===== src/wdog_pkg.sv =====
// constants for the windowed watchdog downcounter
// assumes a 50 MHz system clock and an avalon-mm register slave
package wdog_pkg;
    // ------------------------------------------------------------
    // register map
    // ------------------------------------------------------------
    localparam logic [7:0] CTRL_INDEX     = 8'h2E;
    localparam int         ADDR_W         = 10;
    localparam logic [9:0] CTRL_ADDR      = 10'(CTRL_INDEX) << 2;
    localparam logic [7:0] CTRL_RESET     = 8'h7F;
    localparam int         ARM_BIT        = 7;
    localparam int         TOP_BIT        = 6;
    localparam int         CNT_W          = 7;
    localparam logic [6:0] CNT_ONE        = 7'h01;
    localparam logic [6:0] CNT_TRIP_FROM  = 7'h40;
    localparam logic [31:0] UNMAPPED_DATA = 32'h00000000;
    // ------------------------------------------------------------
    // timing
    // ------------------------------------------------------------
    localparam int CLK_HZ          = 50_000_000;
    localparam int PRESCALE_CYCLES = 16000;
    localparam int RST_PULSE_NS    = 36000;
    localparam int RST_PULSE_CYC   = (RST_PULSE_NS / 1000) * (CLK_HZ / 1_000_000);
endpackage


===== src/windowed_watchdog_downcounter.sv =====
// watchdog: prescaled 7-bit downcounter, arm bit, reset pulse generator
// assumes synchronous avalon-mm master and option straps held static
//
// Functional notes
// - counter steps down each prescaler period
// - armed 40h to 3Fh starts reset pulse
// - counter runs free even when disarmed
// - arm cleared only by reset
// - arm write with top bit clear resets
// - armed halt gives reset unless option
// - register write leaves prescaler untouched
// - hardware option forces armed state
// - arm bit 7, count 6..0, reset 7Fh
//
// The Avalon-MM register port was left to the implementer.
`timescale 1ns/1ns
module windowed_watchdog_downcounter
    import wdog_pkg::*;
#(
    parameter int PRESCALE = wdog_pkg::PRESCALE_CYCLES,
    parameter int PULSE    = wdog_pkg::RST_PULSE_CYC
)
(
    // clock and reset
    input  wire logic              sys_clk,
    input  wire logic              sys_rst,
    // avalon-mm slave
    input  wire logic [9:0]        avs_address,
    input  wire logic              avs_read,
    input  wire logic              avs_write,
    input  wire logic [31:0]       avs_writedata,
    input  wire logic [3:0]        avs_byteenable,
    output logic      [31:0]       avs_readdata,
    output logic                   avs_waitrequest,
    // option straps and cpu status
    input  wire logic              hw_watchdog_option,
    input  wire logic              halt_without_reset_option,
    input  wire logic              halt_request,
    // reset pin
    output logic                   reset_pin_n
);
    import wdog_pkg::*;

    // ------------------------------------------------------------
    // state
    // ------------------------------------------------------------
    typedef struct packed {
        logic              armed;
        logic [CNT_W-1:0]  count;
        logic [31:0]       prescale;
        logic [31:0]       pulse;
        logic              ack;
        logic [31:0]       rdata;
        logic [31:0]       low_run;
    } state_t;

    state_t st_r;
    state_t st_nxt;
    logic   armed_eff;
    logic   hit;
    logic   wr_ctrl;
    logic   tick;
    logic   trip;

    // ------------------------------------------------------------
    // next-state logic
    // ------------------------------------------------------------
    always_comb
    begin
        st_nxt    = st_r;
        armed_eff = st_r.armed | hw_watchdog_option;
        hit       = avs_address == CTRL_ADDR;
        wr_ctrl   = avs_write & hit & avs_byteenable[0] & st_r.ack;
        tick      = st_r.prescale == 32'(PRESCALE - 1);
        trip      = 1'b0;
        st_nxt.ack = (avs_read | avs_write) & ~st_r.ack;
        if (avs_read & ~st_r.ack)
        begin
            st_nxt.rdata = hit ? {24'h000000, st_r.armed, st_r.count} : UNMAPPED_DATA;
        end
        st_nxt.prescale = tick ? 32'h00000000 : st_r.prescale + 32'h00000001;
        if (tick)
        begin
            st_nxt.count = st_r.count - CNT_ONE;
            if (armed_eff && st_r.count == CNT_TRIP_FROM)
            begin
                trip = 1'b1;
            end
        end
        if (wr_ctrl)
        begin
            st_nxt.count = avs_writedata[CNT_W-1:0];
            st_nxt.armed = st_r.armed | avs_writedata[ARM_BIT];
            if ((avs_writedata[ARM_BIT] | armed_eff) && !avs_writedata[TOP_BIT])
            begin
                trip = 1'b1;
            end
        end
        if (halt_request && armed_eff && !halt_without_reset_option)
        begin
            trip = 1'b1;
        end
        if (st_r.pulse != 32'h00000000)
        begin
            st_nxt.pulse = st_r.pulse - 32'h00000001;
        end
        else if (trip)
        begin
            st_nxt.pulse = 32'(PULSE);
        end
        st_nxt.low_run = (st_r.pulse == 32'h00000000) ? 32'h00000000
                                                      : st_r.low_run + 32'h00000001;
    end

    // ------------------------------------------------------------
    // registers
    // ------------------------------------------------------------
    always_ff @(posedge sys_clk)
    begin
        if (sys_rst)
        begin
            st_r          <= '0;
            st_r.count    <= CTRL_RESET[CNT_W-1:0];
            st_r.armed    <= CTRL_RESET[ARM_BIT];
        end
        else
        begin
            st_r <= st_nxt;
        end
    end

    // ------------------------------------------------------------
    // outputs
    // ------------------------------------------------------------
    assign avs_waitrequest = (avs_read | avs_write) & ~st_r.ack;
    assign avs_readdata    = st_r.rdata;
    assign reset_pin_n     = st_r.pulse == 32'h00000000;
endmodule


===== config.mk =====
export PLATFORM = sky130hd
export DESIGN_NAME = windowed_watchdog_downcounter
export DESIGN_NICKNAME = d
export VERILOG_FILES = /design/src/wdog_pkg.sv /design/src/windowed_watchdog_downcounter.sv
export SDC_FILE = /design/constraint.sdc
export NUM_CORES = 1
export LEC_CHECK = 0
export ABC_AREA = 1
export BUFFER_PORTS_ARGS = -buffer_cell sky130_fd_sc_hd__buf_2
export CAP_MARGIN = 0
export CORE_MARGIN = 4
export CORE_UTILIZATION = 53
export CTS_BUF_LIST = sky130_fd_sc_hd__clkbuf_4
export DETAILED_ROUTE_END_ITERATION = 10
export GPL_TIMING_DRIVEN = 1
export PLACE_DENSITY = 0.78
export SLEW_MARGIN = 25
export SYNTH_ARGS = -nofsm -noshare
export SYNTH_HDL_FRONTEND = slang
export SYNTH_SLANG_ARGS = --single-unit

===== constraint.sdc =====
create_clock -name sys_clk -period 3.85 [get_ports sys_clk]
set_clock_uncertainty 0.2 [all_clocks]
set_input_delay 0.1925 -clock sys_clk [delete_from_list [all_inputs] [get_ports sys_clk]]
set_output_delay 0.1925 -clock sys_clk [all_outputs]
set_load 0.005 [all_outputs]

# Word-level counts from Yosys, hierarchy flattened
# Index checks and enable logic that the tools add are counted.
# W data, S select, Z words.
# totals
reg_bits	105
latchBits	0
mem_bits_rw	0
mem_bits_ro	0
in_bits	53
out_inout_bits	34
elab_cells	43
memories	0
# classes
add_sub_neg	3
n_mul	0
div_mod_pow	0
magnitude_cmp	0
n_eq_ne	3
shift	0
n_mux	10
bitwise_logic	10
reduce_logical	11
# op_table
op	count
$mux W32	2
$add A32 B1 Y32 const B	1
$eq A32 B14 Y1 const B	1
$logic_not A32 Y1	1
$reduce_bool A32 Y1	1
$sub A32 B1 Y32 const B	1
$mux W7	2
$eq A10 B8 Y1 const B	1
$mux W8	1
$eq A7 B7 Y1 const B	1
$sub A7 B1 Y7 const B	1
$and A1 B1 Y1	5
$mux W1	5
$logic_and A1 B1 Y1	4
$or A1 B1 Y1	4
$reduce_bool A2 Y1	2
$logic_not A1 Y1	2
$reduce_or A2 Y1	1
$not A1 Y1	1

# Logic depth before layout (Yosys ltp)
# Gate-level depths: netlist of run 1.
# logic_depth
depth_word	9
ltp_mapped	12

# Worst setup path before layout of run 1
# Ideal clock, no wire load.
# synth_timing
path_kind	reg-to-reg
startpoint	reg st_r[97] (netlist name)
endpoint	reg st_r[123] (netlist name)
t_arrival_ns	1.485
t_required_ns	3.540
setup_slack_ns	2.054
stages_incl_launch_ff	13
path_buffers	0
period_less_slack_ns	1.796
path_cell_list	dfxtp_1 -> ha_1 -> nand3_4 -> nor2_8 -> nand2_4 -> nor2_4 -> nand2_2 -> nor2_4 -> nand2_2 -> nor2_1 -> nand2_1 -> nand3_1 -> inv_1
# synth_via
elab_chain_len	2
elab_cells_between_ends	3
cone_classes	add/sub (1); eq/ne (1); reduce/logical (1)
# synth_lines
element	line	rtl
start, declared	windowed_watchdog_downcounter.sv:57	state_t st_r;
start signal, assigned	windowed_watchdog_downcounter.sv:128	st_r <= st_nxt;
parallel branches: the longest is 2 deep, another holds $add A32 B1 Y32	n/a	
# Parallel ways; which one is timed is not known.
# A chain may end at the register's enable or synchronous reset.

# Worst setup path in the final report of run 1
# layout_timing
startpoint	in avs_address[8]
endpoint	reg st_r, in the netlist avs_readdata[3]
# layout_via
elab_chain_len	2
# layout_lines
element	line	rtl
start, declared	windowed_watchdog_downcounter.sv:28	input wire logic [9:0] avs_address,
$eq A10 B8 Y1	windowed_watchdog_downcounter.sv:72	hit = avs_address == CTRL_ADDR;
$mux W8	windowed_watchdog_downcounter.sv:79	st_nxt.rdata = hit ? {24'h000000, st_r.armed, st_r.count} : UNMAPPED_DATA;
# No other way between the ends.

==> results of run 1 <==
-- metrics by stage --
step	cell area [sq um]	power (mW)	hold slack [ns]
after global placement	4732	2.430	0.2398
final	5071	3.091	0.05594
after global routing	5071	3.380	0.04444
after floorplan	4711	2.235	0.1229
after detailed placement	4732	2.482	0.2465
after CTS	5071	3.097	0.03069
-- power groups by stage --
| stage | registers, mW | logic, mW | clock network [mW] |
|---|---|---|---|
| global route | 1.13 | 1.60 | 0.653 |
| detailed placement | 1.12 | 1.36 | 0 |
| finish | 1.11 | 1.38 | 0.601 |
| floorplan | 1.09 | 1.14 | 0 |
| global placement | 1.12 | 1.31 | 0 |
| CTS | 1.10 | 1.38 | 0.613 |
-- cell type report --
type                       count  area (sq um)
sequential                    81          1622
clock inverter                 4         93.84
timing repair buffer          53         352.8
multi-input combinational    483          2519
inverter                      74         277.8
clock buffer                  10         75.07
fill                         766          3269
tap                          105         131.4
-- placed cells by master (no fill, tap or decap), types with 2 or more instances in the layout --
master,count
nand3_2,2
nand2_1,122
nand3b_1,4
nor2_1,106
conb_1,24
a31o_2,2
ha_1,4
nand4_2,2
nor4_1,6
buf_2,35
xnor2_1,16
nor3b_1,2
bufinv_16,3
inv_2,2
nor2_2,3
and3_1,5
o21ai_0,21
a21oi_1,18
nor3_2,2
xor2_1,28
nor3_1,36
dlygate4sd3_1,17
nor2_4,9
inv_1,72
nand2_2,7
nand3_1,32
nand4_1,13
clkbuf_4,10
or2_2,5
dfxtp_1,81
o211ai_1,5
-- flip-flops by register name, summed over array words and instances, names as in the netlist --
signal        cells
st_r             73
avs_readdata      8
-- layer usage --
| layer | global-route usage [%] | wire length, um | vias up | share of wire [%] |
|---|---|---|---|---|
| met1 | 24.46 | 4335 | 1905 | 44 |
| met2 | 35.26 | 4741 | 116 | 49 |
| li1 | - | - | 2131 | - |
| met4 | 6.339 | 153 | 0 | 1.6 |
| met5 | 0 | 0 | - | 0 |
| met3 | 4.132 | 521 | 16 | 5.3 |
-- worst min-delay path: stages --
cell	delay, ns
buf_2	0.08
nand2_1	0.07
nand2_1	0.07
nand2_1	0.08
nand3_1	0.08
a21oi_1	0.05
-- cell usage after synthesis --
| cell | number | area share, % |
|---|---|---|
| nand3b_1 | 4 | 0.65 |
| inv_2 | 2 | 0.16 |
| and2_1 | 1 | 0.14 |
| nand3_4 | 1 | 0.38 |
| o21ai_0 | 21 | 2.3 |
| nor2_8 | 1 | 0.43 |
| a21o_1 | 1 | 0.16 |
| nor3_1 | 36 | 3.9 |
| o21a_1 | 1 | 0.16 |
| a211oi_1 | 1 | 0.16 |
| buf_1 | 1 | 0.081 |
| and3_1 | 5 | 0.68 |
| nand2_4 | 1 | 0.24 |
| or2_2 | 5 | 0.68 |
| inv_1 | 72 | 5.8 |
| clkbuf_1 | 5 | 0.41 |
| nand3_2 | 2 | 0.43 |
| nor2_2 | 3 | 0.41 |
| nand4_1 | 13 | 1.8 |
| a21oi_1 | 18 | 1.9 |
| dfxtp_1 | 81 | 35 |
| nand4_2 | 2 | 0.54 |
| nand3_1 | 32 | 3.5 |
| buf_4 | 34 | 5.5 |
| a31o_2 | 2 | 0.38 |
| nor2_4 | 9 | 2.2 |
| ha_1 | 4 | 1.1 |
| nor2_1 | 106 | 8.6 |
| xnor2_1 | 16 | 3.0 |
| buf_2 | 3 | 0.32 |
| nor4_1 | 6 | 0.81 |
| xor2_1 | 28 | 5.3 |
| a21oi_2 | 1 | 0.19 |
| o211ai_1 | 5 | 0.81 |
| o21ai_1 | 1 | 0.11 |
| nand2_2 | 7 | 0.95 |
| conb_1 | 1 | 0.081 |
| nand2_1 | 122 | 9.9 |
| nor3_2 | 2 | 0.43 |
| nor3b_1 | 2 | 0.32 |
-- kinds of logic (layout without fill, tap and decap cells) --
| group | Yosys count | count (layout) | synth area share [%] |
|---|---|---|---|
| simple gates | 360 | 360 | 36.90 |
| compound gates | 51 | 51 | 6.196 |
| fa+ha+maj | 4 | 4 | 1.082 |
| xor+xnor | 44 | 44 | 8.333 |
| flops | 81 | 81 | 35.07 |
| other cells | 1 | 24 | 0.08109 |
| buf+inv | 117 | 141 | 12.34 |
-- worst paths after layout --
check,start,endpoint,slack [ns]
worst max-delay path,avs_address[8],avs_readdata[3]$_SDFFE_PP0P_,0.73
worst min-delay path,halt_request,st_r[66]$_SDFFE_PP0P_,0.06
worst max register to register,st_r[97]$_SDFF_PP0_,st_r[115]$_SDFF_PP0_,1.51
worst min register to register,st_r[136]$_SDFFE_PP0P_,st_r[136]$_SDFFE_PP0P_,0.27
-- timing repair --
item	in CTS	in global routing
hold buffers	17	0
setup buffers	0	0
hold endpoints to repair	17	0
==> results.toml, run 1 <==
[run_status]
outcome = "completed"

[global_routing]
grt.overflow.total = 0
first_global_vias = 3981
grt_pass1_wl_mm = 16.83
grt_usage_pct = 20.04
antenna_found_initial = 0
grt_max_degree = 31

[final_layout]
final_nets = 759
finalNonFillerCells = 810
final_core_util_pct = 60.80
drive_gt1_share_pct = 12.34
area_growth_syn_to_layout_pct = 9.659
antennaDiodeCount = 0

[drt]
drc = 0
routedWlPerCell_um = 12.04
via_count = 4168
viasPerCell = 5.146
ant_nets = 0
first_pass_iters = 5
wirelength_mm = 9.752
drt_iter0_drc = 234

[clocking]
cts_buffers = 9
cts_root_buffer = "clkbuf_4"
clock_sinks = 81
cts_max_path_buffers = 2
h-tree-depth = 3
cts.clk_slew.worst_paths_ns = 0.12
clk_latency_ns = 0.42
cts_tree = "built"
post_cts_resized = 0

[pwr]
intPower_mw = 1.810
p_leak_nw = 2.336
seq_power_share_pct = 35.8
p_comb_share_pct = 44.8
p_per_area_nw_per_um2 = 609.6
p_clk_share_pct = 19.4
ir_drop_mv = 0.3341
switchingPower_mw = 1.281
swShare_pct = 41.44

[critical_path]
cp_slowest_cell = "dlygate4sd3_1"
worstSetupEndpointType = "flop"
critical_path_depth = 10
slowest_delay_ns = 0.68
crit_chain = "dlygate4sd3_1 > buf_2 > nor2_1 > dlygate4sd3_1 > nand3_1 > dlygate4sd3_1 > nor2_2 > dlygate4sd3_1 > nand2_1 > a21oi_1"
worstPathArrival_ns = 3.28
startpoint_type = "input port"
critical_path.top_delay_family = "buffers and inverters"
path_buf_inv = 5
crit_path_frequent_cell = "dlygate4sd3_1"
worst-r2r-cell-count = 10
path_class = "input port to flop"
crit_required_ns = 4.01
cp_max_fo = 5

[hold_path]
hold_depth = 6
holdCritPathClass = "input port to flop"

[floorplan]
pin_count = 87
die_h_um = 101.4
rows = 33
dieArea_sq_um = 10280
start_util_pct = 55.45
die_w_um = 101.4
core_area_sq_um = 8341

[sta]
period_share_pct = 80.99
period_needed_ns = 3.118
tightest_slew_ns = 0.7555
fin_setup_tns_ns = 0
finalHoldViolCount = 0
rsz0062_at_grt = "no"
setup_viol = 0
slew_viol_final = 0
fmax_mhz = 320.7
relSlewSlack_pct = 49.45
fin_ws_ns = 0.7321

[place]
placedCellCount = 779
dp_hpwl_mm = 7.129
place_ws_ns = 1.522
io_buffers = 35
gp_congestion = 0.8693

[logic_synthesis]
synth.cell_area_sq_um = 4624
avgSynthCellArea_sq_um = 7.028
yosys_register_bits = 81
ys_warn_count = 0
syn_inst = 658
yosysUniqueCellTypes = 40
seq_area_frac_synth_pct = 35.06

[job]
drv_cap = 0
No activity file was read; power rests on OpenSTA's default activity.
==> run 2, diff against run 1 <==
- ABC_AREA: 1 -> 0
- CORE_UTILIZATION: 53 -> 51
- PLACE_DENSITY: 0.78 -> 0.79
- clock period: 3.85 -> 2.8 ns (I/O delays scaled with it)
==> run 2 against run 1 <==
Clock power increased by 45%; core utilization fell by 0.14 points; total power up 31%; non-clock buffer count is 19 higher; first-iteration DRC count decreased by 12%; area after synthesis down 13%; cell count fell by 21%; critical path depth is 3 lower; critical path type is now flop to output port; largest power group unchanged; register-to-register slack worse by 1.5 ns; hold slack better by 0.049 ns; combinational power up 22%; setup slack worse by 0.71 ns.
==> results.toml, run 2 <==
[final_layout]
drive_gt1_share_pct = 19.48
final_nets = 591
mostFrequentLayoutCell = "dfxtp_1"
antennaDiodeCount = 0
final_core_util_pct = 60.66
largest_reg_flops = 73
layout_common_cells = "74 x dfxtp_1, 59 x nor2_1, 36 x nand2_1"
regMostFlops = "st_r"
area_growth_syn_to_layout_pct = 15.71

[drt]
wirelength_mm = 9.115
first_pass_iters = 4
drt_iter0_drc = 206
routedWlPerCell_um = 14.22
ant_nets = 0
drc = 0
viasPerCell = 5.559
via_count = 3563

[floorplan]
dieArea_sq_um = 9389
die_h_um = 96.90
core_area_sq_um = 7687
start_util_pct = 52.43
pin_count = 87
die_w_um = 96.90
rows = 32

[logic_synthesis]
avgSynthCellArea_sq_um = 8.431
seq_area_frac_synth_pct = 40.24
synthArstFlopShare_pct = 0
synth_commonest_cells = "81 x dfxtp_1, 59 x nor2_1, 36 x nand2_1"
synth.cell_area_sq_um = 4030
synth_edf_count = 0
yosysTopAreaCellShare_pct = 40.24
synthFlopType = "dfxtp_1"
synth_top_cell_by_area = "dfxtp_1"
yosysMostFrequentCell = "dfxtp_1"
ys_warn_count = 0
yosysUniqueCellTypes = 50
yosys_register_bits = 81
synth.area.top_cells = "dfxtp_1 40%, xor2_1 6.5%, buf_4 6.0%"
syn_inst = 478

[clocking]
h-tree-depth = 3
clock_sinks = 81
cts_tree = "built"
cts.clk_slew.worst_paths_ns = 0.14
cts_max_path_buffers = 2
cts_buffers = 9
cts_root_buffer = "clkbuf_4"
clk_latency_ns = 0.41

[sta]
rsz0062_at_grt = "yes"
fmax_mhz = 360.5
tightest_slew_ns = 0.6754
period_needed_ns = 2.774
finalHoldViolCount = 0
setup_viol = 0
fin_ws_ns = 0.02590
slew_viol_final = 0
period_share_pct = 99.08
relSlewSlack_pct = 54.63

[global_routing]
first_global_vias = 3486
grt.overflow.total = 0
antenna_found_initial = 0
grt_pass1_wl_mm = 15.45
grt_usage_pct = 19.11
grt_max_degree = 40

[critical_path]
startpoint_type = "flop"
worstPathArrival_ns = 2.43
worstSetupEndpointType = "output port"
path_class = "flop to output port"
cp_max_fo = 4
crit_required_ns = 2.46
rrSetupSlack_ns = 0.05

[pwr]
ir_drop_mv = 0.5243
p_leak_nw = 1.795
p_per_area_nw_per_um2 = 871.0

[place]
io_buffers = 35
place_ws_ns = 0.04737
gp_congestion = 0.8241
dp_hpwl_mm = 6.116

[hold_path]
holdCritPathClass = "input port to flop"

[run_status]
outcome = "completed"

[job]
drv_cap = 0
-- run 2: metal layers --
| layer | routed length [um] | global-route usage (%) |
|---|---|---|
| met1 | 3983 | 23.46 |
| met2 | 4483 | 31.85 |
| met3 | 533 | 4.831 |
| met4 | 114 | 7.883 |
| met5 | 0 | 0 |
-- run 2: repair_timing --
action	4_1_cts	5_1_grt
hold buffers	12	0
setup buffers	3	5
cloned	0	0
setup endpoints to repair	1	5
hold endpoints to repair	13	0
pin swaps	2	4
gates resized for setup	6	11
-- run 2: path summary, 6_finish.rpt --
kind	startpoint	endpoint	cells past startpoint
worst max-delay path	st_r[65]$_SDFFE_PP0P_	reset_pin_n	7
worst min-delay path	avs_address[8]	avs_readdata[2]$_SDFFE_PP0P_	6
worst max register to register	st_r[65]$_SDFFE_PP0P_	st_r[74]$_SDFFE_PP0P_	9
worst min register to register	avs_readdata[2]$_SDFFE_PP0P_	avs_readdata[2]$_SDFFE_PP0P_	2
-- run 2: final cells by class --
type	instances	area (sq um)
clock buffer	10	75.07
clock inverter	6	115.1
fill	633	3024
inverter	7	31.28
multi-input combinational	363	2180
sequential	81	1633
tap	102	127.6
timing repair buffer	72	501.7
-- run 2: per-stage QoR --
step / setup TNS [ns] / std cells / hold slack, ns / power (mW) / area (sq um)
6_report: 0 / 641 / 0.1046 / 4.061 / 4663
5_1_grt: -0.1839 / 641 / 0.1052 / 4.369 / 4663
4_1_cts: 0 / 636 / 0.08063 / 3.984 / 4603
3_5_place_dp: 0 / 605 / 0.1818 / 2.997 / 4247
3_3_place_gp: 0 / 605 / 0.1660 / 2.926 / 4247
2_1_floorplan: 0 / 501 / 0.06245 / 2.639 / 4133
-- run 2: where the power goes --
part | leakage (nW) | switching (mW) | total (mW) | internal (mW)
combinational | 1.04 | 0.906 | 1.69 | 0.782
sequential | 0.660 | 0.163 | 1.50 | 1.34
clock | 0.0972 | 0.404 | 0.871 | 0.467
-- run 2: kinds of logic after synthesis --
kind of cell	count (synthesis)	share of synthesized area [%]
other	1	0.09305
adder cells (fa/ha/maj)	4	1.242
buffers and inverters	57	8.786
flip-flops	81	40.24
AND/OR/NAND/NOR	233	30.55
XOR/XNOR	45	9.780
AO/OA/AOI/OAI	55	8.786
multiplexers	2	0.5278
-- run 2: critical path, cell delays in order (launching register included) --
cell	delay (ns)
dfxtp_2	0.36
inv_2	0.06
ha_2	0.17
or3b_4	0.40
or3_4	0.34
or4_4	0.55
clkinv_4	0.08
buf_6	0.09
==> run 3, diff against run 2 <==
- CTS_CLUSTER_DIAMETER: not set -> 120
- SETUP_SLACK_MARGIN: not set -> 0.5
==> run 3 against run 2 <==
The run now ends with negative setup slack left; sequential share of layout area decreased by 1.6 points; cell count increased by 1.2%; total power increased by 5.7%; clock power decreased by 19%; flip-flop and latch count unchanged; combinational power increased by 22%; hold slack got worse by 0.059 ns; register-to-register slack got worse by 0.06 ns; setup slack got worse by 0.035 ns; die area unchanged; routed wire length increased by 6.4%.
==> results.toml, run 3 (same netlist as run 2, synthesis figures left out) <==
[run_status]
outcome = "finished, violations left"
failed_checks = "negative setup slack"

[sta]
slew_viol_final = 0
fmax_mhz = 356.0
period_share_pct = 100.3
tightest_slew_ns = 0.8266
relSlewSlack_pct = 44.89
fin_ws_ns = -0.009162
finalHoldViolCount = 0
setup_viol = 1
period_needed_ns = 2.809
rsz0062_at_grt = "yes"

[place]
dp_hpwl_mm = 5.988
gp_congestion = 0.8658
io_buffers = 35
place_ws_ns = 0.1591

[drt]
drc = 0
highest_layer = "met4"
wirelength_mm = 9.698
dr_wl_met2_mm = 4.983
drt_iter0_drc = 220
first_pass_iters = 5
ant_nets = 0
wl_met1_mm = 3.904
routedWlPerCell_um = 14.94
met3WireLength_um = 567
viasPerCell = 5.741
via_count = 3726

[final_layout]
mostFrequentLayoutCell = "dfxtp_1"
layout_common_cells = "68 x dfxtp_1, 59 x nor2_1, 34 x nand2_1, 34 x buf_2, 30 x xor2_1"
antennaDiodeCount = 0
largest_reg_flops = 73
fill_cells = 644
regMostFlops = "st_r"
final_nets = 599
area_growth_syn_to_layout_pct = 21.67
drive_gt1_share_pct = 26.69

[pwr]
ir_drop_mv = 0.4668
power_mw = 4.295
p_per_area_nw_per_um2 = 875.9
p_leak_nw = 1.868

[critical_path]
crit_path_frequent_cell = "or4_4"
cp_slowest_cell = "or4_4"
worstSetupEndpointType = "flop"
slowest_delay_ns = 0.54
startpoint_type = "flop"
worstPathArrival_ns = 2.89
cp_max_fo = 8
path_class = "flop to flop"
crit_required_ns = 2.88
crit_chain = "or4_4 > or4_4 > or4_4 > buf_4 > buf_8 > a211oi_4 > a2111oi_2"

[clocking]
cts_buffers = 9
cts_tree = "built"
cts.clk_slew.worst_paths_ns = 0.13
clk_latency_ns = 0.43
cts_max_path_buffers = 2
h-tree-depth = 3
cts_root_buffer = "clkbuf_4"
clock_sinks = 81

[floorplan]
die_h_um = 96.90
core_area_sq_um = 7687
pin_count = 87
dieArea_sq_um = 9389
rows = 32
start_util_pct = 52.43
die_w_um = 96.90

[global_routing]
grt_pass1_wl_mm = 15.35
first_global_vias = 3442
grt_max_degree = 41
grt.overflow.total = 0
grt_usage_pct = 19.14
antenna_found_initial = 0

[hold_path]
holdCritPathClass = "input port to flop"

[job]
drv_cap = 0
run 3: cell count changes in the layout (fill, tap and decap cells not counted), moves of 5 or more:
cell	delta
a21oi_1	-7
or3_1	-5
dfxtp_2	+6
dfxtp_1	-6
a21oi_2	+7
or3_4	+5
run 3: power by group:
part | total, mW | switching, mW | leakage [nW] | internal (mW)
Sequential | 1.52 | 0.177 | 0.662 | 1.34
Clock | 0.706 | 0.423 | 0.0648 | 0.283
Combinational | 2.07 | 1.06 | 1.14 | 1.01
Total | 4.29 | 1.66 | 1.87 | 2.64
run 3: what timing repair did:
| item | in CTS | in global routing |
|---|---|---|
| resized for setup | 10 | 39 |
| buffers inserted | 7 | 13 |
| hold buffers | 10 | 0 |
| gates cloned | 0 | 3 |
| endpoints found under the hold margin | 16 | 0 |
| pin swaps | 2 | 17 |
| setup endpoints to repair | 32 | 67 |
run 3: per-layer routing:
layer | vias to the layer above | global-route usage, %
met5 | - | 0
met4 | 0 | 6.803
met3 | 24 | 5.191
met2 | 141 | 32.43
met1 | 1777 | 23.28
li1 | 1784 | -
run 3: layout make-up:
| type | count | area, sq um | share of cell area [%] |
|---|---|---|---|
| Multi-Input combinational cell | 363 | 2342 | 47.77 |
| Sequential cell | 81 | 1640 | 33.45 |
| Timing Repair Buffer | 80 | 618.1 | 12.61 |
| Tap cell | 102 | 127.6 | 2.603 |
| Clock buffer | 10 | 75.07 | 1.531 |
| Clock inverter | 6 | 68.82 | 1.403 |
| Inverter | 7 | 31.28 | 0.6379 |
run 3: metrics by stage:
step | setup TNS (ns) | util [%] | instances | hold WS (ns) | cell area, sq um
6_report | -0.009162 | 63.79 | 649 | 0.04544 | 4903
5_1_grt | -0.1539 | 63.79 | 649 | 0.04731 | 4903
4_1_cts | 0 | 59.47 | 633 | 0.002567 | 4572
3_5_place_dp | 0 | 55.26 | 600 | 0.1684 | 4248
3_3_place_gp | 0 | 55.26 | 600 | 0.1616 | 4248
2_1_floorplan | 0 | - | 501 | 0.06245 | 4178
run 3: worst paths after layout:
kind,cells after the start,end,slack [ns],start
max,7,st_r[74]$_SDFFE_PP0P_,-0.009,st_r[90]$_SDFFE_PP0P_
min reg2reg,2,avs_readdata[4]$_SDFFE_PP0P_,0.26,avs_readdata[4]$_SDFFE_PP0P_
max reg2reg,7,st_r[74]$_SDFFE_PP0P_,-0.009,st_r[90]$_SDFFE_PP0P_
min,3,st_r[129]$_SDFFE_PP1P_,0.05,avs_write
run 3: critical path, delay by kind of cell, from the launching register on:
kind,cells,cell delay (ns)
AO/OA/AOI/OAI,2,0.32
buffers and inverters,2,0.31
flip-flops,1,0.34
AND/OR/NAND/NOR,3,1.50
